<file path="src/inc/tdr_pkg.sv">
package tdr_pkg;
  // ****************************************************************
  // register map, byte addresses on the plain register port
  // ****************************************************************
  localparam logic [7:0] REG_BASE_LO = 8'h00;
  localparam logic [7:0] REG_BASE_HI = 8'h04;
  localparam logic [7:0] REG_LENGTH = 8'h08;
  localparam logic [7:0] REG_HEAD = 8'h0c;
  localparam logic [7:0] REG_TAIL = 8'h10;
  localparam logic [7:0] REG_CTRL = 8'h14;
  localparam logic [7:0] REG_CAUSE = 8'h18;
  localparam logic [7:0] REG_VLAN_TYPE = 8'h1c;

  // ****************************************************************
  // control register fields and reset values
  // ****************************************************************
  localparam int CTRL_TX_EN = 0;
  localparam int CTRL_TAG_MODE = 1;
  localparam int CTRL_HALF_DUP = 2;
  localparam int CTRL_GIG = 3;
  localparam int CTRL_RPS_MODE = 4;
  localparam int CTRL_CT_LSB = 8;
  localparam int CT_W = 8;
  localparam logic [15:0] CTRL_RST = 16'h0000;
  localparam logic [15:0] VLAN_TYPE_RST = 16'h8100;
  localparam int CAUSE_QE = 0;

  // ****************************************************************
  // ring geometry
  // ****************************************************************
  localparam int IDX_W = 16;
  localparam int LEN_W = 21;
  localparam int BASE_ALIGN = 4;
  localparam int LEN_ALIGN = 7;
  localparam int DESC_SHIFT = 4;
  localparam logic [63:0] STA_BYTE_OFS = 64'h0000_0000_0000_000c;
  localparam logic [3:0] STA_BYTE_EN = 4'h1;

  // ****************************************************************
  // descriptor layout, 128 bits
  // ****************************************************************
  localparam int DESC_W = 128;
  localparam int D_BUF_LSB = 0;
  localparam int D_LEN_LSB = 64;
  localparam int D_CMD_LSB = 88;
  localparam int D_PACKET_OPTIONS_LSB = 104;
  localparam int D_SPEC_LSB = 112;
  localparam int CMD_EOP = 0;
  localparam int CMD_RS = 3;
  localparam int CMD_RPS = 4;
  localparam int CMD_VLE = 6;
  localparam int PACKET_OPTIONS_IP_CHECKSUM_INSERT = 0;
  localparam int PACKET_OPTIONS_L4_CHECKSUM_INSERT = 1;
  localparam int STA_DD = 0;
  localparam int STA_EC = 1;
  localparam int STA_LC = 2;
  localparam int SPEC_PRI_LSB = 13;
  localparam int SPEC_CFI = 12;
  localparam int SPEC_VID_LSB = 0;

  // ****************************************************************
  // collision windows in bytes
  // ****************************************************************
  localparam logic [15:0] COLL_WIN_SLOW = 16'h0040;
  localparam logic [15:0] COLL_WIN_GIG = 16'h0200;

  typedef enum logic [2:0] {
    ST_IDLE = 3'b000,
    ST_FETCH = 3'b001,
    ST_LOAD = 3'b010,
    ST_WAITTX = 3'b011,
    ST_WBACK = 3'b100,
    ST_ADV = 3'b101
  } tdr_state_e;
endpackage

</file>
<file path="src/rtl/tdr_tx_ring.sv">
`timescale 1ns/10ps
// How it works
// - write status back only when report requested
// - done bit zero, after processing or send
// - late collision bit two, window by speed
// - excess collision bit one beyond threshold
// - options taken from first descriptor only
// - layer-4 checksum insert follows option bit
// - IP checksum insert follows option bit
// - tag inserted when global and end-of-packet descriptor enable
// - special field used only with insert, end
// - special splits priority, canonical bit, identifier
// - process from head, stop when head equals tail
// - base is 64 bits, low four ignored
// - length low seven bits read zero
// - descriptor address is base plus sixteen index
// - indices address up to 64K descriptors
// - head read reflects data already loaded
// - once enabled fetch descriptor at head
// - status write completes before head increments
// - head advances after data stored in FIFO
// - queue-empty cause raised when head meets tail
// - report status once data buffer fetched
module tdr_tx_ring (
  input wire logic clk,
  input wire logic arst_n,
  input wire logic ce,
  // register port
  input wire logic [7:0] regAddr,
  input wire logic [31:0] regWdata,
  input wire logic regWr,
  input wire logic regRd,
  output logic [31:0] regRdata,
  // host memory port
  output logic memReq,
  output logic memWe,
  output logic [63:0] memAddr,
  output logic [3:0] memBe,
  output logic [31:0] memWdata,
  input wire logic memAck,
  input wire logic [tdr_pkg::DESC_W-1:0] memRdata,
  // packet data loader
  output logic dmaReq,
  output logic [63:0] dmaAddr,
  output logic [15:0] dmaLen,
  output logic dmaEop,
  output logic ipCsumInsert,
  output logic l4CsumInsert,
  output logic tagInsert,
  output logic [2:0] tagUserLevel,
  output logic canonicalFormBit,
  output logic [11:0] tagVlanId,
  output logic [15:0] vlanType,
  input wire logic dmaAck,
  // mac results
  input wire logic txDone,
  input wire logic colPulse,
  input wire logic [15:0] txByteCount,
  output logic queueEmptyCause
);
  typedef struct packed {
    tdr_pkg::tdr_state_e st;
    logic [31:0] baseLo;
    logic [31:0] baseHi;
    logic [tdr_pkg::LEN_W-1:0] lenBytes;
    logic [tdr_pkg::IDX_W-1:0] head;
    logic [tdr_pkg::IDX_W-1:0] tail;
    logic [15:0] ctrl;
    logic [15:0] vlanType;
    logic qEmpty;
    logic [31:0] rdData;
    logic [7:0] cmd;
    logic [15:0] special;
    logic firstDesc;
    logic ipCs;
    logic l4Cs;
    logic tagIns;
    logic [3:0] tx_completion_bits;
    logic memReq;
    logic memWe;
    logic [63:0] memAddr;
    logic [31:0] memWdata;
    logic dmaReq;
    logic [63:0] dmaAddr;
    logic [15:0] dmaLen;
  } tdr_ring_s;

  tdr_ring_s r;
  tdr_ring_s next_r;
  logic [tdr_pkg::IDX_W:0] slots;
  logic [tdr_pkg::IDX_W:0] headInc;
  logic [tdr_pkg::IDX_W-1:0] headNext;
  logic [63:0] descAddr;
  logic collClear;
  logic lateColl;
  logic excessColl;
  logic halfDup;
  logic waitForWire;
  logic [7:0] fetchCmd;
  logic [7:0] fetchOpts;
  logic fetchEop;
  logic fetchTagReq;

  // ****************************************************************
  // ring arithmetic
  // ****************************************************************
  assign slots = r.lenBytes[tdr_pkg::LEN_W-1:tdr_pkg::DESC_SHIFT];
  assign headInc = {1'b0, r.head} + 1'b1;
  assign headNext = (headInc >= slots) ? '0 : headInc[tdr_pkg::IDX_W-1:0];
  assign descAddr = {r.baseHi, r.baseLo[31:tdr_pkg::BASE_ALIGN], {tdr_pkg::BASE_ALIGN{1'b0}}}
    + 64'({r.head, {tdr_pkg::DESC_SHIFT{1'b0}}});
  assign halfDup = r.ctrl[tdr_pkg::CTRL_HALF_DUP];
  assign collClear = (r.st == tdr_pkg::ST_LOAD) && dmaAck;
  // report-sent holds the head until the frame has left the wire
  assign waitForWire = r.ctrl[tdr_pkg::CTRL_RPS_MODE] && r.cmd[tdr_pkg::CMD_RPS]
    && r.cmd[tdr_pkg::CMD_EOP];

  // ****************************************************************
  // fields of the descriptor on the memory read bus
  // ****************************************************************
  assign fetchCmd = memRdata[tdr_pkg::D_CMD_LSB +: 8];
  assign fetchOpts = memRdata[tdr_pkg::D_PACKET_OPTIONS_LSB +: 8];
  assign fetchEop = fetchCmd[tdr_pkg::CMD_EOP];
  assign fetchTagReq = fetchCmd[tdr_pkg::CMD_VLE];

  // ****************************************************************
  // collision monitor for the packet on the wire
  // ****************************************************************
  tdr_coll_mon u_coll (
    .clk(clk),
    .arst_n(arst_n),
    .ce(ce),
    .clear(collClear),
    .halfDuplex(halfDup),
    .gigSpeed(r.ctrl[tdr_pkg::CTRL_GIG]),
    .threshold(r.ctrl[tdr_pkg::CTRL_CT_LSB +: tdr_pkg::CT_W]),
    .colPulse(colPulse),
    .byteCount(txByteCount),
    .lateColl(lateColl),
    .excessColl(excessColl)
  );

  // ****************************************************************
  // next state
  // ****************************************************************
  always_comb begin
    next_r = r;

    // register reads: data stands in the cycle after the strobe
    next_r.rdData = '0;
    if (regRd) begin
      unique case (regAddr)
        tdr_pkg::REG_BASE_LO: begin
          next_r.rdData = r.baseLo;
        end
        tdr_pkg::REG_BASE_HI: begin
          next_r.rdData = r.baseHi;
        end
        tdr_pkg::REG_LENGTH: begin
          next_r.rdData = 32'(r.lenBytes);
        end
        tdr_pkg::REG_HEAD: begin
          next_r.rdData = 32'(r.head);
        end
        tdr_pkg::REG_TAIL: begin
          next_r.rdData = 32'(r.tail);
        end
        tdr_pkg::REG_CTRL: begin
          next_r.rdData = 32'(r.ctrl);
        end
        tdr_pkg::REG_CAUSE: begin
          next_r.rdData = 32'(r.qEmpty);
        end
        tdr_pkg::REG_VLAN_TYPE: begin
          next_r.rdData = 32'(r.vlanType);
        end
        default: begin
          next_r.rdData = '0;
        end
      endcase
    end

    // register writes
    if (regWr) begin
      unique case (regAddr)
        tdr_pkg::REG_BASE_LO: begin
          next_r.baseLo = {regWdata[31:tdr_pkg::BASE_ALIGN], {tdr_pkg::BASE_ALIGN{1'b0}}};
        end
        tdr_pkg::REG_BASE_HI: begin
          next_r.baseHi = regWdata;
        end
        tdr_pkg::REG_LENGTH: begin
          next_r.lenBytes = {regWdata[tdr_pkg::LEN_W-1:tdr_pkg::LEN_ALIGN],
            {tdr_pkg::LEN_ALIGN{1'b0}}};
        end
        tdr_pkg::REG_HEAD: begin
          // moving head under a running engine would corrupt the ring
          if (r.st == tdr_pkg::ST_IDLE) begin
            next_r.head = regWdata[tdr_pkg::IDX_W-1:0];
          end
        end
        tdr_pkg::REG_TAIL: begin
          next_r.tail = regWdata[tdr_pkg::IDX_W-1:0];
        end
        tdr_pkg::REG_CTRL: begin
          next_r.ctrl = regWdata[15:0];
        end
        tdr_pkg::REG_CAUSE: begin
          if (regWdata[tdr_pkg::CAUSE_QE]) begin
            next_r.qEmpty = 1'b0;
          end
        end
        tdr_pkg::REG_VLAN_TYPE: begin
          next_r.vlanType = regWdata[15:0];
        end
        default: begin
        end
      endcase
    end

    // descriptor engine
    unique case (r.st)
      tdr_pkg::ST_IDLE: begin
        // a ring of zero length never starts, whatever head and tail say
        if (r.ctrl[tdr_pkg::CTRL_TX_EN] && r.head != r.tail && slots != '0) begin
          next_r.memReq = 1'b1;
          next_r.memWe = 1'b0;
          next_r.memAddr = descAddr;
          next_r.st = tdr_pkg::ST_FETCH;
        end
      end
      tdr_pkg::ST_FETCH: begin
        if (memAck) begin
          next_r.memReq = 1'b0;
          next_r.cmd = fetchCmd;
          next_r.special = memRdata[tdr_pkg::D_SPEC_LSB +: 16];
          if (r.firstDesc) begin
            // reserved option bits are simply not looked at
            next_r.ipCs = fetchOpts[tdr_pkg::PACKET_OPTIONS_IP_CHECKSUM_INSERT];
            next_r.l4Cs = fetchOpts[tdr_pkg::PACKET_OPTIONS_L4_CHECKSUM_INSERT];
          end
          // the descriptor after an end of packet opens the next packet
          next_r.firstDesc = fetchEop;
          next_r.tagIns = r.ctrl[tdr_pkg::CTRL_TAG_MODE] && fetchTagReq
            && fetchEop;
          next_r.dmaReq = 1'b1;
          next_r.dmaAddr = memRdata[tdr_pkg::D_BUF_LSB +: 64];
          next_r.dmaLen = memRdata[tdr_pkg::D_LEN_LSB +: 16];
          next_r.tx_completion_bits = '0;
          next_r.st = tdr_pkg::ST_LOAD;
        end
      end
      tdr_pkg::ST_LOAD: begin
        if (dmaAck) begin
          next_r.dmaReq = 1'b0;
          if (waitForWire) begin
            next_r.st = tdr_pkg::ST_WAITTX;
          end else if (r.cmd[tdr_pkg::CMD_RS]) begin
            next_r.tx_completion_bits[tdr_pkg::STA_DD] = 1'b1;
            next_r.memReq = 1'b1;
            next_r.memWe = 1'b1;
            next_r.memAddr = descAddr + tdr_pkg::STA_BYTE_OFS;
            next_r.memWdata = 32'(next_r.tx_completion_bits);
            next_r.st = tdr_pkg::ST_WBACK;
          end else begin
            next_r.st = tdr_pkg::ST_ADV;
          end
        end
      end
      tdr_pkg::ST_WAITTX: begin
        // head holds here until the frame has left or was abandoned
        if (txDone) begin
          next_r.tx_completion_bits[tdr_pkg::STA_DD] = 1'b1;
          next_r.tx_completion_bits[tdr_pkg::STA_EC] = excessColl;
          next_r.tx_completion_bits[tdr_pkg::STA_LC] = lateColl;
          next_r.memReq = 1'b1;
          next_r.memWe = 1'b1;
          next_r.memAddr = descAddr + tdr_pkg::STA_BYTE_OFS;
          next_r.memWdata = 32'(next_r.tx_completion_bits);
          next_r.st = tdr_pkg::ST_WBACK;
        end
      end
      tdr_pkg::ST_WBACK: begin
        if (memAck) begin
          next_r.memReq = 1'b0;
          next_r.memWe = 1'b0;
          next_r.st = tdr_pkg::ST_ADV;
        end
      end
      tdr_pkg::ST_ADV: begin
        next_r.head = headNext;
        // sticky; an engine set beats a software clear in the same cycle
        if (headNext == r.tail) begin
          next_r.qEmpty = 1'b1;
        end
        next_r.st = tdr_pkg::ST_IDLE;
      end
      default: begin
        next_r.st = tdr_pkg::ST_IDLE;
      end
    endcase
  end

  always_ff @(posedge clk or negedge arst_n) begin
    if (!arst_n) begin
      r <= '0;
      r.st <= tdr_pkg::ST_IDLE;
      r.ctrl <= tdr_pkg::CTRL_RST;
      r.vlanType <= tdr_pkg::VLAN_TYPE_RST;
      r.firstDesc <= 1'b1;
    end else if (ce) begin
      r <= next_r;
    end
  end

  // ****************************************************************
  // outputs
  // ****************************************************************
  assign regRdata = r.rdData;
  assign memReq = r.memReq;
  assign memWe = r.memWe;
  assign memAddr = r.memAddr;
  // write-back touches only the status byte, never the host's fields
  assign memBe = r.memWe ? tdr_pkg::STA_BYTE_EN : '1;
  assign memWdata = r.memWdata;
  assign dmaReq = r.dmaReq;
  assign dmaAddr = r.dmaAddr;
  assign dmaLen = r.dmaLen;
  assign dmaEop = r.cmd[tdr_pkg::CMD_EOP];
  assign ipCsumInsert = r.ipCs;
  assign l4CsumInsert = r.l4Cs;
  assign tagInsert = r.tagIns;
  // fields are zero unless the tag is really inserted
  assign tagUserLevel = r.tagIns ? r.special[tdr_pkg::SPEC_PRI_LSB +: 3] : '0;
  assign canonicalFormBit = r.tagIns & r.special[tdr_pkg::SPEC_CFI];
  assign tagVlanId = r.tagIns ? r.special[tdr_pkg::SPEC_VID_LSB +: 12] : '0;
  assign vlanType = r.vlanType;
  assign queueEmptyCause = r.qEmpty;
endmodule

</file>
<file path="src/rtl/tdr_coll_mon.sv">
`timescale 1ns/10ps
module tdr_coll_mon (
  input wire logic clk,
  input wire logic arst_n,
  input wire logic ce,
  input wire logic clear,
  input wire logic halfDuplex,
  input wire logic gigSpeed,
  input wire logic [tdr_pkg::CT_W-1:0] threshold,
  input wire logic colPulse,
  input wire logic [15:0] byteCount,
  output logic lateColl,
  output logic excessColl
);
  typedef struct packed {
    logic [tdr_pkg::CT_W:0] count;
    logic late;
    logic excess;
  } tdr_coll_s;

  tdr_coll_s r;
  tdr_coll_s next_r;
  logic [15:0] window;

  always_comb begin
    next_r = r;
    window = gigSpeed ? tdr_pkg::COLL_WIN_GIG : tdr_pkg::COLL_WIN_SLOW;
    if (clear) begin
      next_r = '0;
    end else if (colPulse && halfDuplex) begin
      // counter saturates so a storm cannot wrap it back under the limit
      if (!(&r.count)) begin
        next_r.count = r.count + 1'b1;
      end
      if (byteCount >= window) begin
        next_r.late = 1'b1;
      end
      if (r.count >= {1'b0, threshold}) begin
        next_r.excess = 1'b1;
      end
    end
  end

  always_ff @(posedge clk or negedge arst_n) begin
    if (!arst_n) begin
      r <= '0;
    end else if (ce) begin
      r <= next_r;
    end
  end

  // full duplex has no collisions, so both flags read as zero there
  assign lateColl = r.late & halfDuplex;
  assign excessColl = r.excess & halfDuplex;
endmodule

</file>
<file path="config.mk">
export PLATFORM = sky130hd
export DESIGN_NAME = tdr_tx_ring
export DESIGN_NICKNAME = d
export VERILOG_FILES = /design/src/inc/tdr_pkg.sv /design/src/rtl/tdr_tx_ring.sv /design/src/rtl/tdr_coll_mon.sv
export SDC_FILE = /design/constraint.sdc
export NUM_CORES = 1
export LEC_CHECK = 0
export ABC_CLOCK_PERIOD_IN_PS = 3300
export BUFFER_PORTS_ARGS = -buffer_cell sky130_fd_sc_hd__buf_2
export CORE_MARGIN = 3
export CORE_UTILIZATION = 50
export CTS_CLUSTER_DIAMETER = 30
export DETAILED_ROUTE_END_ITERATION = 16
export MAX_ROUTING_LAYER = met4
export PLACE_DENSITY = 0.78
export SLEW_MARGIN = 20
export SYNTH_ARGS = -nofsm -noshare
export SYNTH_HDL_FRONTEND = slang
export SYNTH_SLANG_ARGS = --single-unit
</file>
<file path="constraint.sdc">
create_clock -name clk -period 3.3 [get_ports clk]
set_input_delay 0.33 -clock clk [delete_from_list [all_inputs] [get_ports clk]]
set_output_delay 0.33 -clock clk [all_outputs]
set_load 0.05 [all_outputs]
</file>
## Yosys cells after proc, flatten, opt, wreduce, memory -nomap -nowiden

Cells that the tools add are included.

- Add/subtract/negate cells: 4
- $lt $le $gt $ge: 3
- Eq/ne operators: 22
- Muxes and demuxes: 45
- Bitwise logic cells: 3
- Reductions and logical operators: 43

Operators by type and width:

| operator | number |
|---|---|
| case mux 32 bit (8 select lines) | 1 |
| two-way mux 98 bit | 2 |
| case mux 64 bit (3 select lines) | 1 |
| two-way mux 16 bit | 7 |
| two-way mux 101 bit | 1 |
| two-way mux 99 bit | 1 |
| two-way mux 81 bit | 1 |
| two-way mux 66 bit | 1 |
| two-way mux 65 bit | 1 |
| adder 64 x 20 -> 64 bit | 1 |
| adder 64 x 4 -> 64 bit (second input constant) | 1 |
| case mux 32 bit (2 select lines) | 1 |
| equality test 8 x 5 -> 1 bit (second input constant) | 4 |
| two-way mux 32 bit | 1 |
| AND reduction 3 bit | 10 |
| two-way mux 11 bit | 2 |
| two-way mux 3 bit | 7 |
| AND reduction 9 bit | 2 |
| nonzero test 2 bit | 9 |
| adder 16 x 1 -> 17 bit (second input constant) | 1 |
| greater-or-equal comparator 17 bit | 1 |
| nonzero test 17 bit | 1 |
| equality test 16 bit | 1 |
| equality test 8 x 4 -> 1 bit (second input constant) | 2 |
| other kinds (32) | 60 |

- Register bits after elaboration: 391
- Output and inout bits: 252
- Logic and storage cells: 147

## Logic depth before layout (Yosys ltp)

- Depth after elaboration: 6
- Mapped depth: 17

## Cells and area by module

Synthesis repeated with hierarchy kept, for this count alone.

- Cell total of the unflattened synthesis: 1869
- Area, all modules: 20036.7 um^2

Modules (own cells, without submodules):

| module | instances | cells an instance | area an instance (um^2) |
|---|---|---|---|
| tdr_tx_ring | 1 | 1768 | 19170.9 |
| tdr_coll_mon | 1 | 101 | 865.8 |

## Worst setup path before layout

OpenSTA, ideal clock, no wires.

- Path type: reg-to-reg
- Start: reg r[293] in the netlist's numbering
- End: reg r[303] in the netlist's numbering
- Setup time: 83 ps
- Data arrival time: 3443 ps
- Setup slack: -226 ps
- Stages on the path, launching flop included: 17
- Path buffers: 3
- Path through: dfrtp_1 -> ha_1 -> nand2_1 -> nor3_2 -> and3_1 -> xor2_1 -> ha_1 -> a21oi_1 -> o21ai_0 -> a21oi_1 -> o41ai_1 -> clkbuf_1 -> buf_2 -> nor2_1 -> clkbuf_1 -> a22oi_1 -> o21ai_0

- Cells in the longest elaborated chain, start to end: 4

Ends and longest elaborated chain:

| what | RTL line | RTL |
|---|---|---|
| from (decl) | tdr_tx_ring.sv:88 | `tdr_ring_s r;` |
| from (signal assigned) | tdr_tx_ring.sv:312 | `r <= next_r;` |
| adder 16 x 1 -> 17 bit (*) | tdr_tx_ring.sv:108 | `assign headInc = {1'b0, r.head} + 1'b1;` |
| greater-or-equal comparator 17 bit | tdr_tx_ring.sv:109 | `assign headNext = (headInc >= slots) ? '0 : headInc[tdr_pkg::IDX_W-1:0];` |
| two-way mux 16 bit (*) | tdr_tx_ring.sv:109 |  |
| two-way mux 16 bit (*) | tdr_tx_ring.sv:222 | `unique case (r.st)` |

Mark *: on every way between the ends. The rest lies on a longest branch, timed or not.
A chain may end at the register's enable or synchronous reset.

## Final worst setup path

- Start: reg r[296] in the netlist's numbering
- End: reg r, in the netlist queueEmptyCause

- Cells in the longest elaborated chain, start to end: 6

Ends and longest elaborated chain:

| what | RTL line | RTL |
|---|---|---|
| adder 16 x 1 -> 17 bit (*) | tdr_tx_ring.sv:108 |  |
| greater-or-equal comparator 17 bit | tdr_tx_ring.sv:109 |  |
| two-way mux 16 bit (*) | tdr_tx_ring.sv:109 |  |
| equality test 16 bit (*) | tdr_tx_ring.sv:293 | `if (headNext == r.tail) begin` |
| two-way mux 1 bit (*) | tdr_tx_ring.sv:293 |  |
| two-way mux 1 bit (*) | tdr_tx_ring.sv:222 |  |

Marks and branches as above.

==> impl_metrics.json <==
{
  "finalMaxSlewViolations": 0,
  "internal_power_mw": 12.97,
  "clkPwrFrac": 0.378,
  "setup_slack_ns": -0.1292,
  "synth_top_area_cell": "dfrtp_1",
  "cts_tree": "yes",
  "yosysMostFrequentCell": "nand2_1",
  "dp_slack_ns": -0.2246,
  "yosys-top-cells-count": "444 x nand2_1, 354 x dfrtp_1, 229 x buf_4",
  "post-route-cell-area_um2": 25320,
  "slew_headroom": 0.4381,
  "fmax_mhz": 291.6,
  "crit_type": "register to register",
  "synth_seq_cells": 357,
  "violations": "setup timing",
  "final_nets": 2717,
  "fin_worst_skew_ns": 0.03020,
  "worst-path-buf-inv": 2,
  "via_per_inst": 5.618,
  "wl_um": 66660,
  "cts_num_sinks": 357,
  "synthToLayoutAreaGrowth_pct": 29.23,
  "clock_path_buffers": 3,
  "yosysTopAreaCellShare": 0.4521,
  "cpPeakStageDelay_ns": 0.55,
  "via_count": 17203,
  "status": "finished with violations",
  "fin_tns_setup_ns": -0.1292,
  "die_w_um": 204.0,
  "worst_slew_pin_slew_ns": 0.8364,
  "ys_seq_area_frac": 0.4561,
  "core_area_um2": 38110,
  "arrival_ns": 3.91,
  "p_sw_frac": 0.4074,
  "portBuffers": 386,
  "total_leakage_power_nw": 12.74,
  "required_ns": 3.78,
  "ys_types": 77,
  "place_area_um2": 21140,
  "overflow": 0,
  "seqPwrFrac": 0.281,
  "drc": 0,
  "syn_inst": 2083,
  "start_util": 0.5142,
  "hpwl_um": 44740,
  "irDropWorstVdd_v": 0.0007678,
  "cp_slowest_cell": "or4_4",
  "gp_congestion": 0.9506,
  "clock_latency_ns": 0.60,
  "root_buffer": "clkbuf_16",
  "grt_util_all_layers": 0.3251,
  "path_max_fanout": 7,
  "pwr-share-comb": 0.342,
  "cp_cell_sequence": "nand4_4 -> buf_6 -> nor2_4 -> and3_4 -> xnor2_2 -> inv_1 -> ha_1 -> nand4_1 -> o41ai_4 -> nor2_1 -> o32a_1 -> or4_4 -> o41ai_4",
  "setup_viol_count_final": 1,
  "synth_area_leaders": "dfrtp_1 45%, buf_4 8.8%, nand2_1 8.5%",
  "startpoint_type": "register",
  "critPathTopFamily": "simple AND/OR/NAND/NOR gates",
  "ant_nets": 0,
  "cts_buffers": 84,
  "rows": 71,
  "ios": 445,
  "drive_above_1_share": 0.3196,
  "powerDensity_nw_per_um2": 864.2,
  "drtIter0Drc": 1560,
  "n_fill_cell": 2788,
  "p_switching_mw": 8.916,
  "worstHoldPathType": "input port to register",
  "rsz0062_at_grt": "true",
  "synth_edf_count": 0,
  "syn_avg_cell_area_um2": 9.407,
  "finalCriticalPeriod_ns": 3.429,
  "synth_area_um2": 19600,
  "hold_viol": 0,
  "fin_crit_sh": 1.039,
  "drv_cap": 0,
  "clk_pin_slew_worst_paths_ns": 0.05,
  "die_y_um": 204.0,
  "async_flop_share": 1.000,
  "die_area_um2": 41600,
  "crit_path_end_kind": "register",
  "wl_per_cell_um": 21.77,
  "grt_max_degree": 104,
  "grt_pass1_wl_um": 101700,
  "antenna_found_initial": 2,
  "worst_path_most_repeated_cell": "o41ai_4",
  "yosys_warnings": 0,
  "grt_pass1_vias": 17640,
  "h-tree-depth": 3,
  "firstDrtPassIters": 6,
  "synth_ff_type": "dfrtp_1"
}
==> worst min-delay path: stages <==
cell and delay (ns):
buf_2 0.12, nand2_1 0.05, o21ai_0 0.06
==> metal layers <==
metal | GRT usage | up-vias | share of wire
met4 | 0.1671 | 0 | 0.052
met5 | - | - | 0
met3 | 0.06195 | 199 | 0.084
met2 | 0.5179 | 961 | 0.48
li1 | - | 7700 | -
met1 | 0.3971 | 8343 | 0.39
==> what timing repair did <==
item / CTS / global route
endpoints found under the hold margin: 192 / 0
resized for setup: 12 / 25
hold buffers: 115 / 0
pin swaps: 3 / 5
setup endpoints to repair: 1 / 29
setup buffers: 1 / 2
==> per-stage QoR <==
| stage | util | hold WS [ns] | instances | total power [mW] |
|---|---|---|---|---|
| global placement | 0.5547 | 0.3804 | 2787 | 13.12 |
| detailed placement | 0.5547 | 0.3867 | 2787 | 13.22 |
| finish | 0.6645 | 0.01984 | 3062 | 21.88 |
| CTS | 0.6617 | 0.0006865 | 3056 | 21.68 |
| global route | 0.6643 | 0.01801 | 3060 | 22.77 |
| floorplan | - | 0.03441 | 2113 | 11.99 |
==> flip-flops by register name (all words and copies together), names as in the netlist <==
signal / count
dmaAddr: 64
dmaEop: 1
tagInsert: 1
queueEmptyCause: 1
halfDup: 1
l4CsumInsert: 1
memWdata: 3
memAddr: 61
memWe: 1
vlanType: 16
u_coll.r: 11
r: 145
ipCsumInsert: 1
memReq: 1
dmaLen: 16
dmaReq: 1
regRdata: 32
==> cell usage in the layout (no fill, tap or decap), types with 40 or more instances in the layout <==
master / count
a21oi_1: 40
dfrtp_1: 353
buf_2: 385
dlygate4sd3_1: 115
xor2_1: 43
clkbuf_16: 84
o21ai_0: 112
buf_4: 96
inv_1: 80
nand2_1: 442
a22oi_1: 42
nor2_1: 74
ha_1: 42
mux2_2: 112
==> cell type report <==
type,count,area [um^2],share of cell area
multi-input cells,1349,8564,0.3382
well taps,511,639.4,0.02525
diodes,4,10.01,0.0003953
inverters,80,300.3,0.01186
flip-flops and latches,357,8939,0.3530
repair buffers,608,4008,0.1583
clock inverters,51,593.1,0.02342
clock buffers,102,2270,0.08963
==> power groups by stage <==
stage | Combinational, mW | Sequential (mW) | Clock (mW)
after floorplan | 5.97 | 6.02 | 0
after global placement | 7.05 | 6.07 | 0
after detailed placement | 7.14 | 6.09 | 0
after CTS | 7.28 | 6.07 | 8.33
after global routing | 7.93 | 6.24 | 8.60
final | 7.47 | 6.15 | 8.26
==> final timing paths <==
check / startpoint / endpoint / slack, ns / cells after the start
min reg2reg: memWdata[0] / memWdata[0] / 0.47 / 1
max in group asynchronous: arst_n / r[358] / 2.10 / 3
max reg2reg: r[296] / queueEmptyCause / -0.13 / 13
min: regWdata[20] / r[328] / 0.02 / 3
max: r[296] / queueEmptyCause / -0.13 / 13
min in group asynchronous: arst_n / r[348] / 0.36 / 2
==> cell families (layout without fill, tap and decap cells) <==
family / Yosys count / count (layout) / share of synthesized area
AO/OA/AOI/OAI: 347 / 347 / 0.1131
XOR/XNOR: 84 / 84 / 0.03863
adder cells (fa/ha/maj): 44 / 44 / 0.02848
buffers and inverters: 407 / 841 / 0.1230
flip-flops: 357 / 357 / 0.4561
multiplexers: 119 / 119 / 0.07113
other: 2 / 36 / 0.0003833
AND/OR/NAND/NOR: 723 / 723 / 0.1691
No activity file was read; power rests on OpenSTA's default activity.
